[config.mk]
export PLATFORM = sky130hd
export DESIGN_NAME = sfq_top
export DESIGN_NICKNAME = d
export VERILOG_FILES = /design/src/core/sfq_pkg.sv /design/src/core/sfq_top.sv /design/src/core/sfq_prio_mem.sv /design/src/core/sfq_period_timer.sv
export VERILOG_INCLUDE_DIRS = /design/src /design/src/core
export SDC_FILE = /design/constraint.sdc
export NUM_CORES = 1
export LEC_CHECK = 0
export ABC_AREA = 1
export BUFFER_PORTS_ARGS = -buffer_cell sky130_fd_sc_hd__buf_2
export CORE_MARGIN = 5
export CORE_UTILIZATION = 55
export DETAILED_ROUTE_END_ITERATION = 8
export GPL_ROUTABILITY_DRIVEN = 0
export PLACE_DENSITY = 0.78
export SYNTH_ARGS = -nofsm -noshare
export SYNTH_HDL_FRONTEND = slang
export SYNTH_HIERARCHICAL = 1
export SYNTH_SLANG_ARGS = --single-unit
[constraint.sdc]
create_clock -name CLK_SYS -period 2.91 [get_ports CLK_SYS]
set_input_delay 0.291 -clock CLK_SYS [delete_from_list [all_inputs] [get_ports CLK_SYS]]
set_output_delay 0.291 -clock CLK_SYS [all_outputs]
set_load 0.005 [all_outputs]
[src/core/sfq_consts.svh]
// offsets, field positions, reset values and timing counts of the forwarding/qos config block
// Function
// - an all-zero unknown ip multicast port map discards such frames, and the map resets to zero.
// - each set map bit (bit 0 is port 1) sends unknown ip multicast frames to that port, all ones to every port.
// - the port map is applied only while its enable bit is one.
// - the ingress rate period code selects 16 ms for 00, 64 ms for 01 and 256 ms for 1x.
// - the egress rate limiter works per port when the queue select bit is zero and per queue when it is one.
// - with source tag selection at one, tag insertion per egress port follows that port's per-source settings.
// - with source tag selection at zero, tag insertion follows bit 2 of the egress port's first control register.
// - the priority table is 64 two-bit fields held in sixteen consecutive byte registers.
// - the upper six bits of the traffic-class byte select one of the 64 table fields.
// - code n takes table bits [2n+1:2n] as the frame priority.
// - code zero takes its priority from bits 1:0 of the first priority register.
`ifndef SFQ_CONSTS_SVH
`define SFQ_CONSTS_SVH

// register indices; byte address is four times the index
`define SFQ_IDX_UIPM        8'h86
`define SFQ_IDX_RLTC        8'h87
`define SFQ_IDX_PRIO_BASE   8'h90
`define SFQ_PRIO_REGS       16

// field positions
`define SFQ_UIPM_EN_BIT     5
`define SFQ_RLTC_PERIOD_LSB 4
`define SFQ_RLTC_QUEUE_BIT  3
`define SFQ_RLTC_SRCTAG_BIT 2

// reset values
`define SFQ_UIPM_RESET      8'h00
`define SFQ_RLTC_RESET      8'h10
`define SFQ_PRIO_RESET      8'h00

// timing
`define SFQ_CLK_KHZ         250000
`define SFQ_PERIOD_SHORT_MS 16
`define SFQ_PERIOD_MID_MS   64
`define SFQ_PERIOD_LONG_MS  256

`endif

[src/core/sfq_pkg.sv]
// types shared by the forwarding/qos config block
package sfq_pkg;

  // ingress rate measurement period codes
  typedef enum logic [1:0] {
    SFQ_PERIOD_16  = 2'b00,
    SFQ_PERIOD_64  = 2'b01,
    SFQ_PERIOD_256 = 2'b10
  } sfq_period_type;

  // multicast lookup request and result
  typedef struct packed {
    logic is_ip;
    logic group_hit;
  } sfq_mcast_req_type;

  typedef struct packed {
    logic       apply;
    logic       drop;
    logic [4:0] ports;
  } sfq_mcast_res_type;

  // tag insertion query, port numbers 0..4 stand for ports 1..5
  typedef struct packed {
    logic [2:0] src_port;
    logic [2:0] egr_port;
  } sfq_tag_req_type;

endpackage

[src/core/sfq_top.sv]
// forwarding and qos configuration registers with their frame-side decisions
//
// Added by the designer: register access over APB.
`timescale 1ns/1ns
`default_nettype none
`include "sfq_consts.svh"
module sfq_top #(
  parameter int CYC_SHORT = `SFQ_PERIOD_SHORT_MS * `SFQ_CLK_KHZ,
  parameter int CYC_MID   = `SFQ_PERIOD_MID_MS * `SFQ_CLK_KHZ,
  parameter int CYC_LONG  = `SFQ_PERIOD_LONG_MS * `SFQ_CLK_KHZ
) (
  // clock and reset
  input  wire logic                       CLK_SYS,
  input  wire logic                       RESET,
  // apb slave
  input  wire logic                       PSEL,
  input  wire logic                       PENABLE,
  input  wire logic                       PWRITE,
  input  wire logic [11:0]                PADDR,
  input  wire logic [31:0]                PWDATA,
  output logic      [31:0]                PRDATA,
  output logic                            PREADY,
  output logic                            PSLVERR,
  // unknown ip multicast decision
  input  wire logic                       MC_REQ_VALID,
  input  wire sfq_pkg::sfq_mcast_req_type MC_REQ,
  output logic                            MC_RES_VALID,
  output sfq_pkg::sfq_mcast_res_type      MC_RES,
  // rate limiting controls
  output logic      [1:0]                 RATE_PERIOD_SEL,
  output logic                            RATE_PERIOD_TICK,
  output logic                            EGRESS_QUEUE_MODE,
  // default tag insertion decision
  input  wire logic                       TAG_REQ_VALID,
  input  wire sfq_pkg::sfq_tag_req_type   TAG_REQ,
  input  wire logic [4:0]                 CTRL0_TAG_INSERT,
  input  wire logic [24:0]                CTRL8_TAG_INSERT,
  output logic                            TAG_RES_VALID,
  output logic                            TAG_INSERT,
  // traffic-class priority lookup
  input  wire logic                       PRIO_REQ_VALID,
  input  wire logic [7:0]                 PRIO_TC,
  output logic                            PRIO_RES_VALID,
  output logic      [1:0]                 PRIO_VALUE
);

  ////////////////////////////////////////////////////////////////
  // register state
  logic       uipm_en;
  logic [4:0] uipm_map;
  logic [1:0] period;
  logic       queue_mode;
  logic       srctag_sel;
  logic       next_uipm_en;
  logic [4:0] next_uipm_map;
  logic [1:0] next_period;
  logic       next_queue_mode;
  logic       next_srctag_sel;

  // bus decode
  logic [7:0]  idx;
  logic        addr_ok;
  logic        hit_uipm;
  logic        hit_rltc;
  logic        hit_prio;
  logic        access;
  logic        wr_commit;
  logic [3:0]  prio_idx;
  logic [7:0]  mem_rd_data;
  logic [7:0]  mem_lk_data;
  logic [31:0] next_prdata;
  logic        next_pready;
  logic        next_pslverr;

  // apb word index; upper and lane address bits must be zero
  always_comb begin
    idx       = PADDR[9:2];
    addr_ok   = PADDR[1:0] == 2'h0 && PADDR[11:10] == 2'h0;
    hit_uipm  = addr_ok && idx == `SFQ_IDX_UIPM;
    hit_rltc  = addr_ok && idx == `SFQ_IDX_RLTC;
    hit_prio  = addr_ok && idx >= `SFQ_IDX_PRIO_BASE
                && idx < 8'(`SFQ_IDX_PRIO_BASE + `SFQ_PRIO_REGS);
    prio_idx  = 4'(idx - `SFQ_IDX_PRIO_BASE);
    access    = PSEL && PENABLE;
    // writes land only at the edge where the master sees pready
    wr_commit = access && PREADY && PWRITE;
  end

  ////////////////////////////////////////////////////////////////
  // priority table storage
  sfq_prio_mem #(
    .DEPTH (`SFQ_PRIO_REGS),
    .AW    (4),
    .DW    (8)
  ) u_prio_mem (
    .clk     (CLK_SYS),
    .reset   (RESET),
    .wr_en   (wr_commit && hit_prio),
    .wr_addr (prio_idx),
    .wr_data (PWDATA[7:0]),
    .rd_addr (prio_idx),
    .rd_data (mem_rd_data),
    .lk_addr (PRIO_TC[7:4]),
    .lk_data (mem_lk_data)
  );

  ////////////////////////////////////////////////////////////////
  // apb answer: one wait state so the table read comes from a flop
  always_comb begin
    next_pready  = access && !PREADY;
    next_prdata  = PREADY ? 32'h0000_0000 : PRDATA;
    next_pslverr = 1'b0;
    if (access && !PREADY) begin
      next_pslverr = !(hit_uipm || hit_rltc || hit_prio);
      if (hit_uipm) begin
        next_prdata = {26'h0, uipm_en, uipm_map};
      end else if (hit_rltc) begin
        next_prdata = {26'h0, period, queue_mode, srctag_sel, 2'h0};
      end else if (hit_prio) begin
        next_prdata = {24'h0, mem_rd_data};
      end else begin
        next_prdata = 32'h0000_0000;
      end
    end
  end

  always_ff @(posedge CLK_SYS) begin
    PREADY  <= RESET ? 1'b0 : next_pready;
    PRDATA  <= RESET ? 32'h0000_0000 : next_prdata;
    PSLVERR <= RESET ? 1'b0 : next_pslverr;
  end

  ////////////////////////////////////////////////////////////////
  // control registers; reserved bits are never stored
  always_comb begin
    next_uipm_en    = uipm_en;
    next_uipm_map   = uipm_map;
    next_period     = period;
    next_queue_mode = queue_mode;
    next_srctag_sel = srctag_sel;
    if (wr_commit && hit_uipm) begin
      next_uipm_en  = PWDATA[`SFQ_UIPM_EN_BIT];
      next_uipm_map = PWDATA[4:0];
    end
    if (wr_commit && hit_rltc) begin
      next_period     = PWDATA[`SFQ_RLTC_PERIOD_LSB +: 2];
      next_queue_mode = PWDATA[`SFQ_RLTC_QUEUE_BIT];
      next_srctag_sel = PWDATA[`SFQ_RLTC_SRCTAG_BIT];
    end
  end

  // reset words held as vectors, a bare literal cannot be bit-selected
  localparam logic [7:0] uipm_rst = `SFQ_UIPM_RESET;
  localparam logic [7:0] rltc_rst = `SFQ_RLTC_RESET;

  // map and enable reset to zero
  always_ff @(posedge CLK_SYS) begin
    uipm_en    <= RESET ? uipm_rst[`SFQ_UIPM_EN_BIT] : next_uipm_en;
    uipm_map   <= RESET ? uipm_rst[4:0] : next_uipm_map;
    period     <= RESET ? rltc_rst[`SFQ_RLTC_PERIOD_LSB +: 2] : next_period;
    queue_mode <= RESET ? rltc_rst[`SFQ_RLTC_QUEUE_BIT] : next_queue_mode;
    srctag_sel <= RESET ? rltc_rst[`SFQ_RLTC_SRCTAG_BIT] : next_srctag_sel;
  end

  ////////////////////////////////////////////////////////////////
  // rate limit controls
  sfq_period_timer #(
    .CYC_SHORT (CYC_SHORT),
    .CYC_MID   (CYC_MID),
    .CYC_LONG  (CYC_LONG),
    .CW        (27)
  ) u_period_timer (
    .clk   (CLK_SYS),
    .reset (RESET),
    .sel   (period),
    .tick  (RATE_PERIOD_TICK)
  );

  // period code normalised, 1x reported as the long period
  // queue mode straight from its control bit
  always_ff @(posedge CLK_SYS) begin
    RATE_PERIOD_SEL   <= RESET ? sfq_pkg::SFQ_PERIOD_64 :
                         (period[1] ? sfq_pkg::SFQ_PERIOD_256 : period);
    EGRESS_QUEUE_MODE <= RESET ? 1'b0 : queue_mode;
  end

  ////////////////////////////////////////////////////////////////
  // unknown ip multicast decision
  sfq_pkg::sfq_mcast_res_type next_mc_res;

  always_comb begin
    // only a frame whose group missed the table is unknown
    // the map is ignored while the enable is clear
    next_mc_res.apply = MC_REQ_VALID && uipm_en && MC_REQ.is_ip && !MC_REQ.group_hit;
    next_mc_res.drop  = next_mc_res.apply && uipm_map == 5'h00;
    next_mc_res.ports = next_mc_res.apply ? uipm_map : 5'h00;
  end

  always_ff @(posedge CLK_SYS) begin
    MC_RES_VALID <= RESET ? 1'b0 : MC_REQ_VALID;
    MC_RES       <= RESET ? '0 : next_mc_res;
  end

  ////////////////////////////////////////////////////////////////
  // default tag insertion decision
  logic [4:0] tag_bit;
  logic       tag_ports_ok;
  logic       next_tag_insert;

  always_comb begin
    // widen before the product, a 3-bit product would wrap
    tag_bit      = 5'(TAG_REQ.egr_port) * 5'd5 + 5'(TAG_REQ.src_port);
    // port numbers of five and above never insert
    tag_ports_ok = TAG_REQ.egr_port < 3'd5 && TAG_REQ.src_port < 3'd5;
    next_tag_insert = 1'b0;
    if (tag_ports_ok) begin
      // per-source choice of the egress port
      // one bit per egress port for every source
      next_tag_insert = srctag_sel ? CTRL8_TAG_INSERT[tag_bit] : CTRL0_TAG_INSERT[TAG_REQ.egr_port];
    end
  end

  always_ff @(posedge CLK_SYS) begin
    TAG_RES_VALID <= RESET ? 1'b0 : TAG_REQ_VALID;
    TAG_INSERT    <= RESET ? 1'b0 : next_tag_insert;
  end

  ////////////////////////////////////////////////////////////////
  // priority lookup: byte fetched by code[5:2], field picked by code[1:0]
  logic       lk_valid;
  logic [1:0] lk_field;
  logic [1:0] next_prio_value;

  // upper six bits of the traffic-class byte form the code
  always_ff @(posedge CLK_SYS) begin
    lk_valid <= RESET ? 1'b0 : PRIO_REQ_VALID;
    lk_field <= RESET ? 2'h0 : PRIO_TC[3:2];
  end

  // code n reads table bits [2n+1:2n]
  // code zero lands on bits 1:0 of the first register
  always_comb begin
    next_prio_value = mem_lk_data[{lk_field, 1'b0} +: 2];
  end

  always_ff @(posedge CLK_SYS) begin
    PRIO_RES_VALID <= RESET ? 1'b0 : lk_valid;
    PRIO_VALUE     <= RESET ? 2'h0 : next_prio_value;
  end
endmodule
`default_nettype wire

[src/core/sfq_prio_mem.sv]
// priority table storage: byte registers with a bus read port and a lookup read port
`timescale 1ns/1ns
`default_nettype none
`include "sfq_consts.svh"
module sfq_prio_mem #(
  parameter int DEPTH = 16,
  parameter int AW    = 4,
  parameter int DW    = 8
) (
  // clock and reset
  input  wire logic          clk,
  input  wire logic          reset,
  // write port
  input  wire logic          wr_en,
  input  wire logic [AW-1:0] wr_addr,
  input  wire logic [DW-1:0] wr_data,
  // read ports, data one cycle after the address
  input  wire logic [AW-1:0] rd_addr,
  output logic      [DW-1:0] rd_data,
  input  wire logic [AW-1:0] lk_addr,
  output logic      [DW-1:0] lk_data
);

  logic [DW-1:0] mem      [DEPTH];
  logic [DW-1:0] next_mem [DEPTH];

  ////////////////////////////////////////////////////////////////
  // one byte register per entry
  for (genvar i = 0; i < DEPTH; i++) begin : g_entry
    always_comb begin
      next_mem[i] = mem[i];
      if (wr_en && wr_addr == AW'(i)) begin
        next_mem[i] = wr_data;
      end
    end
    always_ff @(posedge clk) begin
      mem[i] <= reset ? DW'(`SFQ_PRIO_RESET) : next_mem[i];
    end
  end

  ////////////////////////////////////////////////////////////////
  // registered reads; a same-cycle write shows on the next read
  always_ff @(posedge clk) begin
    rd_data <= reset ? '0 : mem[rd_addr];
    lk_data <= reset ? '0 : mem[lk_addr];
  end
endmodule
`default_nettype wire

[src/core/sfq_period_timer.sv]
// ingress rate measurement period ticker
`timescale 1ns/1ns
`default_nettype none
module sfq_period_timer #(
  parameter int CYC_SHORT = 4000000,
  parameter int CYC_MID   = 16000000,
  parameter int CYC_LONG  = 64000000,
  parameter int CW        = 27
) (
  // clock and reset
  input  wire logic       clk,
  input  wire logic       reset,
  // period code and end-of-period pulse
  input  wire logic [1:0] sel,
  output logic            tick
);

  logic [CW-1:0] cnt;
  logic [CW-1:0] next_cnt;
  logic [CW-1:0] limit;
  logic          next_tick;

  ////////////////////////////////////////////////////////////////
  // 00 short, 01 mid, either code with bit 1 set long
  always_comb begin
    limit = sel[1] ? CW'(CYC_LONG - 1) : (sel[0] ? CW'(CYC_MID - 1) : CW'(CYC_SHORT - 1));
    // a shortened period wraps at once instead of running past
    next_tick = cnt >= limit;
    next_cnt  = next_tick ? '0 : cnt + CW'(1);
  end

  always_ff @(posedge clk) begin
    cnt  <= reset ? '0 : next_cnt;
    tick <= reset ? 1'b0 : next_tick;
  end
endmodule
`default_nettype wire

=== Word level (Yosys, flattened, before mapping) ===
Memories as Yosys holds them, arrays and structs flattened. A register that Yosys moved wholly into a read port is not among the register bits.
Cells that the tools add are included.

* Input bits: 98
* Output and inout port bits: 51
* Bits in writable memories: 128
* Memories kept: 1
* Register bits: 91
* Logic and storage cells: 163

{| class="wikitable"
|+ Memory list
! memory !! depth !! width !! rd ports !! clocked after memory_dff !! write ports !! RTL line !! RTL
|-
| u_prio_mem.mem || 16 || 8 || 2 || 2 || 16 || sfq_prio_mem.sv:24 || <nowiki>logic [DW-1:0] mem [DEPTH];</nowiki>
|}

* Bitwise logic cells: 3
* Add/sub/neg operators: 3
* Reductions and logical operators: 47
* Shift operators: 1
* Mux-type cells: 45
* $lt $le $gt $ge: 7
* $mul: 1
* Eq/ne operators: 33

{| class="wikitable"
|+ Operators by type and width
! operator !! number
|-
| 8-bit 2-to-1 mux || 35
|-
| 32-bit 2-to-1 mux || 2
|-
| 1-bit logical AND || 33
|-
| 4-bit == test (second input constant) || 8
|-
| 2-bit != test (second input constant) || 16
|-
| 27-bit by 1-bit adder with 27-bit output (second input constant) || 1
|-
| 27-bit greater-or-equal comparator || 1
|-
| 27-bit 2-to-1 mux || 1
|-
| 24-bit 2-to-1 mux || 1
|-
| 4-bit by 3-bit == test with 1-bit output (second input constant) || 4
|-
| 8-bit == test (second input constant) || 2
|-
| 4-bit by 2-bit == test with 1-bit output (second input constant) || 2
|-
| 8-bit greater-or-equal comparator (second input constant) || 1
|-
| 8-bit < comparator (second input constant) || 1
|-
| 2-bit OR reduction || 4
|-
| 8-bit by 4-bit variable part select with 2-bit output || 1
|-
| 3-bit < comparator (second input constant) || 2
|-
| 5-bit by 6-bit < comparator with 1-bit output (second input constant) || 1
|-
| 5-bit by 3-bit adder with 5-bit output || 1
|-
| 1-bit binary-select mux with 5-bit select || 1
|-
| 5-bit logical NOT || 1
|-
| 3-bit by 3-bit multiplier with 5-bit output (second input constant) || 1
|-
| 4-bit by 1-bit == test with 1-bit output (second input constant) || 1
|-
| 2-bit logical NOT || 2
|-
| 10 further kinds || 17
|}

=== Depth between registers and ports, before layout ===
* Depth after elaboration: 8
* Depth in mapped cells: 14
* Mapped depth without buffers: 13

=== Modules after synthesis ===
Netlist, hierarchy kept.

{| class="wikitable"
|+ Modules (own cells, without submodules)
! module !! instances !! cells an instance !! area each (um2) !! sequential area each (um2)
|-
| sfq_prio_mem || 1 || 873 || 7414.6 || 4164.0
|-
| sfq_top || 1 || 312 || 2180.8 || 780.7
|-
| sfq_period_timer || 1 || 271 || 1894.3 || 560.5
|}

=== Worst setup path after synthesis ===
No wires, ideal clock.

* Path type: input-to-reg
* Start point: input PADDR[11]
* End point: memory u_prio_mem.mem[12][0] (enable)
* Slack: 0.703 ns
* Buffers on the path: 0
* Stages: 7
* Data required time: 2.523 ns
* Setup time: 0.387 ns
* Data arrival time: 1.821 ns
* Path through: nor2_1 nand2_1 nor3_4 nand2_2 nor2_1 nand3_1 o31ai_1

{| class="wikitable"
|+ RTL lines
! what !! RTL line !! RTL
|-
| from (decl) || sfq_top.sv:19 || <nowiki>input wire logic [11:0] PADDR,</nowiki>
|-
| to (decl) || sfq_prio_mem.sv:24 ||
|}

=== Worst setup path after layout ===
* Start point: register period[1]
* End point: register u_period_timer.cnt[2]

* Cells in the longest elaborated chain, start to end: 3

{| class="wikitable"
|+ Ends and longest elaborated chain
! what !! RTL line !! RTL
|-
| from (decl) || sfq_top.sv:51 || <nowiki>logic [1:0] period;</nowiki>
|-
| from (signal assigned) || sfq_top.sv:160 || <nowiki>period <= RESET ? rltc_rst[`SFQ_RLTC_PERIOD_LSB +: 2] : next_period;</nowiki>
|-
| 27-bit 2-to-1 mux || sfq_period_timer.sv:26 || <nowiki>limit = sel[1] ? CW'(CYC_LONG - 1) : (sel[0] ? CW'(CYC_MID - 1) : CW'(CYC_SHORT - 1));</nowiki>
|-
| 27-bit greater-or-equal comparator || sfq_period_timer.sv:28 || <nowiki>next_tick = cnt >= limit;</nowiki>
|-
| 2-bit OR reduction (no line) || n/a ||
|-
| to (signal assigned) || sfq_period_timer.sv:33 || <nowiki>cnt <= reset ? '0 : next_cnt;</nowiki>
|-
| to (decl) || sfq_period_timer.sv:18 || <nowiki>logic [CW-1:0] cnt;</nowiki>
|}

Every way passes these cells.
A chain may end at the register's enable or synchronous reset.

==> key figures <==
Run status
  – Outcome: finished clean

Clock network
  – Post-CTS Resized: 0
  – CTS tree: done
  – CTS Sinks: between 200 and 250
  – CTS Buffer Depth: 3
  – Post-CTS setup buffers: 0
  – Clock transition at the registers of the reported paths: 60 ps
  – Hold buffers post-CTS: 5
  – Number of CTS-inserted buffers: 23
  – H-tree Lvls: 1
  – Root buffer cell: clkbuf_16
  – Clock latency on the worst-skew pair: ~530 ps

Synth
  – Distinct cell type count after synthesis: 42
  – Post-synth EDFFs: 128
  – Synthesized area per cell: 7.89 µm²
  – Async SR Flop Fraction: 0
  – Mapped Area: between 10000 and 15000 µm²
  – Syn Inst Count: roughly 1500
  – Synth Flop Type: edfxtp_1
  – Post-synthesis sequential area ratio: 0.479
  – Warning count from the yosys run: 6
  – Register bit total from synthesis: approximately 210

Critical path
  – Arrival @ worst endpoint: about 2700 ps
  – Max incr delay on CP: 510 ps
  – Max FO, Critical Path: 27
  – Slowest cell on crit path: dfxtp_1
  – Crit end category: register
  – R2R depth: 9
  – CP dominant cell by count: nor2_1
  – Crit Path Class: reg -> reg
  – Required time of the critical path: about 3300 ps
  – Stages on worst setup path: 9
  – Crit path max-delay family: simple AND/OR/NAND/NOR gates
  – Critical path buffers and inverters: 1
  – Critical path launch point type: register
  – Critical Path, Cell by Cell: inv_2, ha_1, a21oi_1, nor2_1, nor3_1, nand2_1, nor2_2, nand3_4, nor2_1

Route
  – 1st-iter DRT viols: about 1200
  – Final wirelength: 30300 µm
  – Routed vias/inst: roughly 5.5
  – Routed WL per cell: about 16 µm
  – Antenna-violating nets left: 0
  – Vias: between 10000 and 15000
  – DR pass1 iterations: 5
  – DRC: 0

Power and ir drop
  – PD cells: ~570 nW/µm²
  – Peak VDD IR: 0.000417 V
  – P_leak: around 6.0 nW

Cells and area
  – Synth-to-layout area growth: 12.3%
  – Layout cells sized above 1: 0.135
  – # fillers: 1694
  – Register area: about 5500 µm²
  – Nets: approximately 1700
  – Non-filler cells, final: around 1800
  – Area of the multi-input gates: 4560 µm²
  – N_diodes: 0

STA
  – Fmax: roughly 0.45 GHz
  – RSZ-0062 raised after global routing: false
  – Final setup margin: between 600 and 700 ps
  – Final Setup Violations: 0
  – Max-slew violation count: 0
  – Aggregate negative setup slack: 0 ps
  – Final Hold Viols: 0
  – Clock Skew: 25.2 ps
  – Final critical-path required period: ~2200 ps
  – Share of the clock period used by the worst path: 0.770
  – Measured slew at the worst slew-check pin: around 780 ps
  – Relative max-transition margin: 0.477

Place
  – Dpl cells: around 1800
  – DP HPWL: just over 20000 µm
  – Placement Setup Slack: roughly 500 ps
  – Input/output buffers: 98

GRT
  – First-pass GRT wire length: 47400 µm
  – Tot GR Track Use: 0.245
  – Vias in the first global route: 9494
  – Largest net degree at the start of global routing: 65
  – Remaining Overflow, GRT: 0
  – Initial antenna violation count: 0

Floorplanning
  – Rows: 52
  – Starting Density: 0.562
  – Top Ports: 149
  – Die H: ~150 µm
  – Die width: approximately 150 µm
  – Die Area: roughly 24000 µm²
  – Core area: between 20000 and 25000 µm²

Worst hold path
  – Worst Hold Class: in -> reg
  – Hold Path Stages: 3

Job
  – Number of max-cap violations: 0
## report_power, final
part	internal [mW]	switching, mW	total [mW]
combinational	0.293	0.618	0.910
clock	1.79	1.19	2.98
sequential	3.36	0.0473	3.41
total	5.45	1.85	7.30
## cells in the final DEF (no fill, tap or decap), drive strengths merged
master and instances:
a21oi 38, a32o 1, and2 1, buf 135, bufinv 1, clkbuf 33, clkinv 7, clkinvlp 1
conb 24, dfxtp 83, dlygate4sd3 5, edfxtp 128, fa 1, ha 21, inv 233, nand2 375
nand3 264, nand3b 2, nand4 15, nor2 108, nor3 13, nor3b 1, nor4 3, o2111ai 1
o211ai 2, o21ai 52, o21bai 1, o31ai 5, xnor2 7, xor2 14
## metal layers
metal	global-route usage	part of all wire
met5	0	0
met4	0.0955	0.041
met3	0.0500	0.10
met2	0.395	0.46
met1	0.327	0.40
## path summary, 6_finish.rpt
kind / from / to / slack [ps]
hold reg to reg: lk_valid / PRIO_RES_VALID / 410
setup reg to reg: period[1] / u_period_timer/cnt[2] / 670
setup / recovery: period[1] / u_period_timer/cnt[2] / 670
hold / removal: PWDATA[4] / period[0] / 60
## per-stage QoR
stage	instance area, µm²	utilization	power (mW)	hold slack [ps]
after detailed placement	12100	0.590	4.35	409
after global routing	12900	0.631	7.57	60.8
after CTS	12900	0.631	7.31	45.0
final	12900	0.631	7.30	61.6
after global placement	12100	0.590	4.32	392
after floorplan	11600	-	4.10	360
## worst reg2reg max path: cells and delay by family, from the launching register on
kind                       cells  cell delay, ps
and+or+nand+nor                6            1030
DFF                            1             510
adders and majority gates      1             330
AOI/OAI and AO/OA              1             170
buffers and inverters          1             130
## synthesized netlist by cell type, types with 2 or more instances
cell type  count  area [µm²]
clkbuf_1       6        22.5
nor2_2        14        87.6
nor4_1         2        12.5
inv_1        225         845
nand3_1      263        1320
buf_1          2        7.51
nand2_1      368        1380
nor3_2         2        20.0
inv_2          7        26.3
xor2_1        14         123
nand2_2        7        43.8
ha_1          21         263
edfxtp_1     128        3840
nor3_1        10        50.1
o211ai_1       2        15.0
buf_6         17         191
nor2_1        90         338
nand3b_1       2        15.0
o21ai_1        5        25.0
dfxtp_1       83        1660
a21oi_1       37         185
nor2_4         4        45.0
buf_2         22         110
xnor2_1        7        61.3
buf_4         37         278
o31ai_1        5        37.5
o21ai_0       47         235
nand4_1       15        93.8
## cell families (layout without fill, tap and decap cells)
logic type	Yosys count	in the layout	share of synthesized area
buffers and inverters	319	415	0.132
adders and majority gates	22	22	0.0246
DFF	211	211	0.479
and+or+nand+nor	782	782	0.301
other	1	24	0.000326
xor gates and xnor gates	21	21	0.0160
AOI/OAI and AO/OA	100	100	0.0464
## area by class of cell
type                            instances  share of cell area
Inverter                              233              0.0678
Clock inverter                          9             0.00650
Sequential cell                       211               0.427
Tap cell                              270              0.0262
Timing Repair Buffer                  140              0.0644
Multi-Input combinational cell        949               0.353
Clock buffer                           33              0.0549
## registers in the layout (all words and copies together) (netlist names), 5 cells and up
register / count
MC_RES: 7
PRDATA: 8
u_period_timer/cnt: 27
u_prio_mem/lk_data: 8
u_prio_mem/mem: 128
u_prio_mem/rd_data: 8
uipm_map: 5
(Power assumes the default switching activity.)
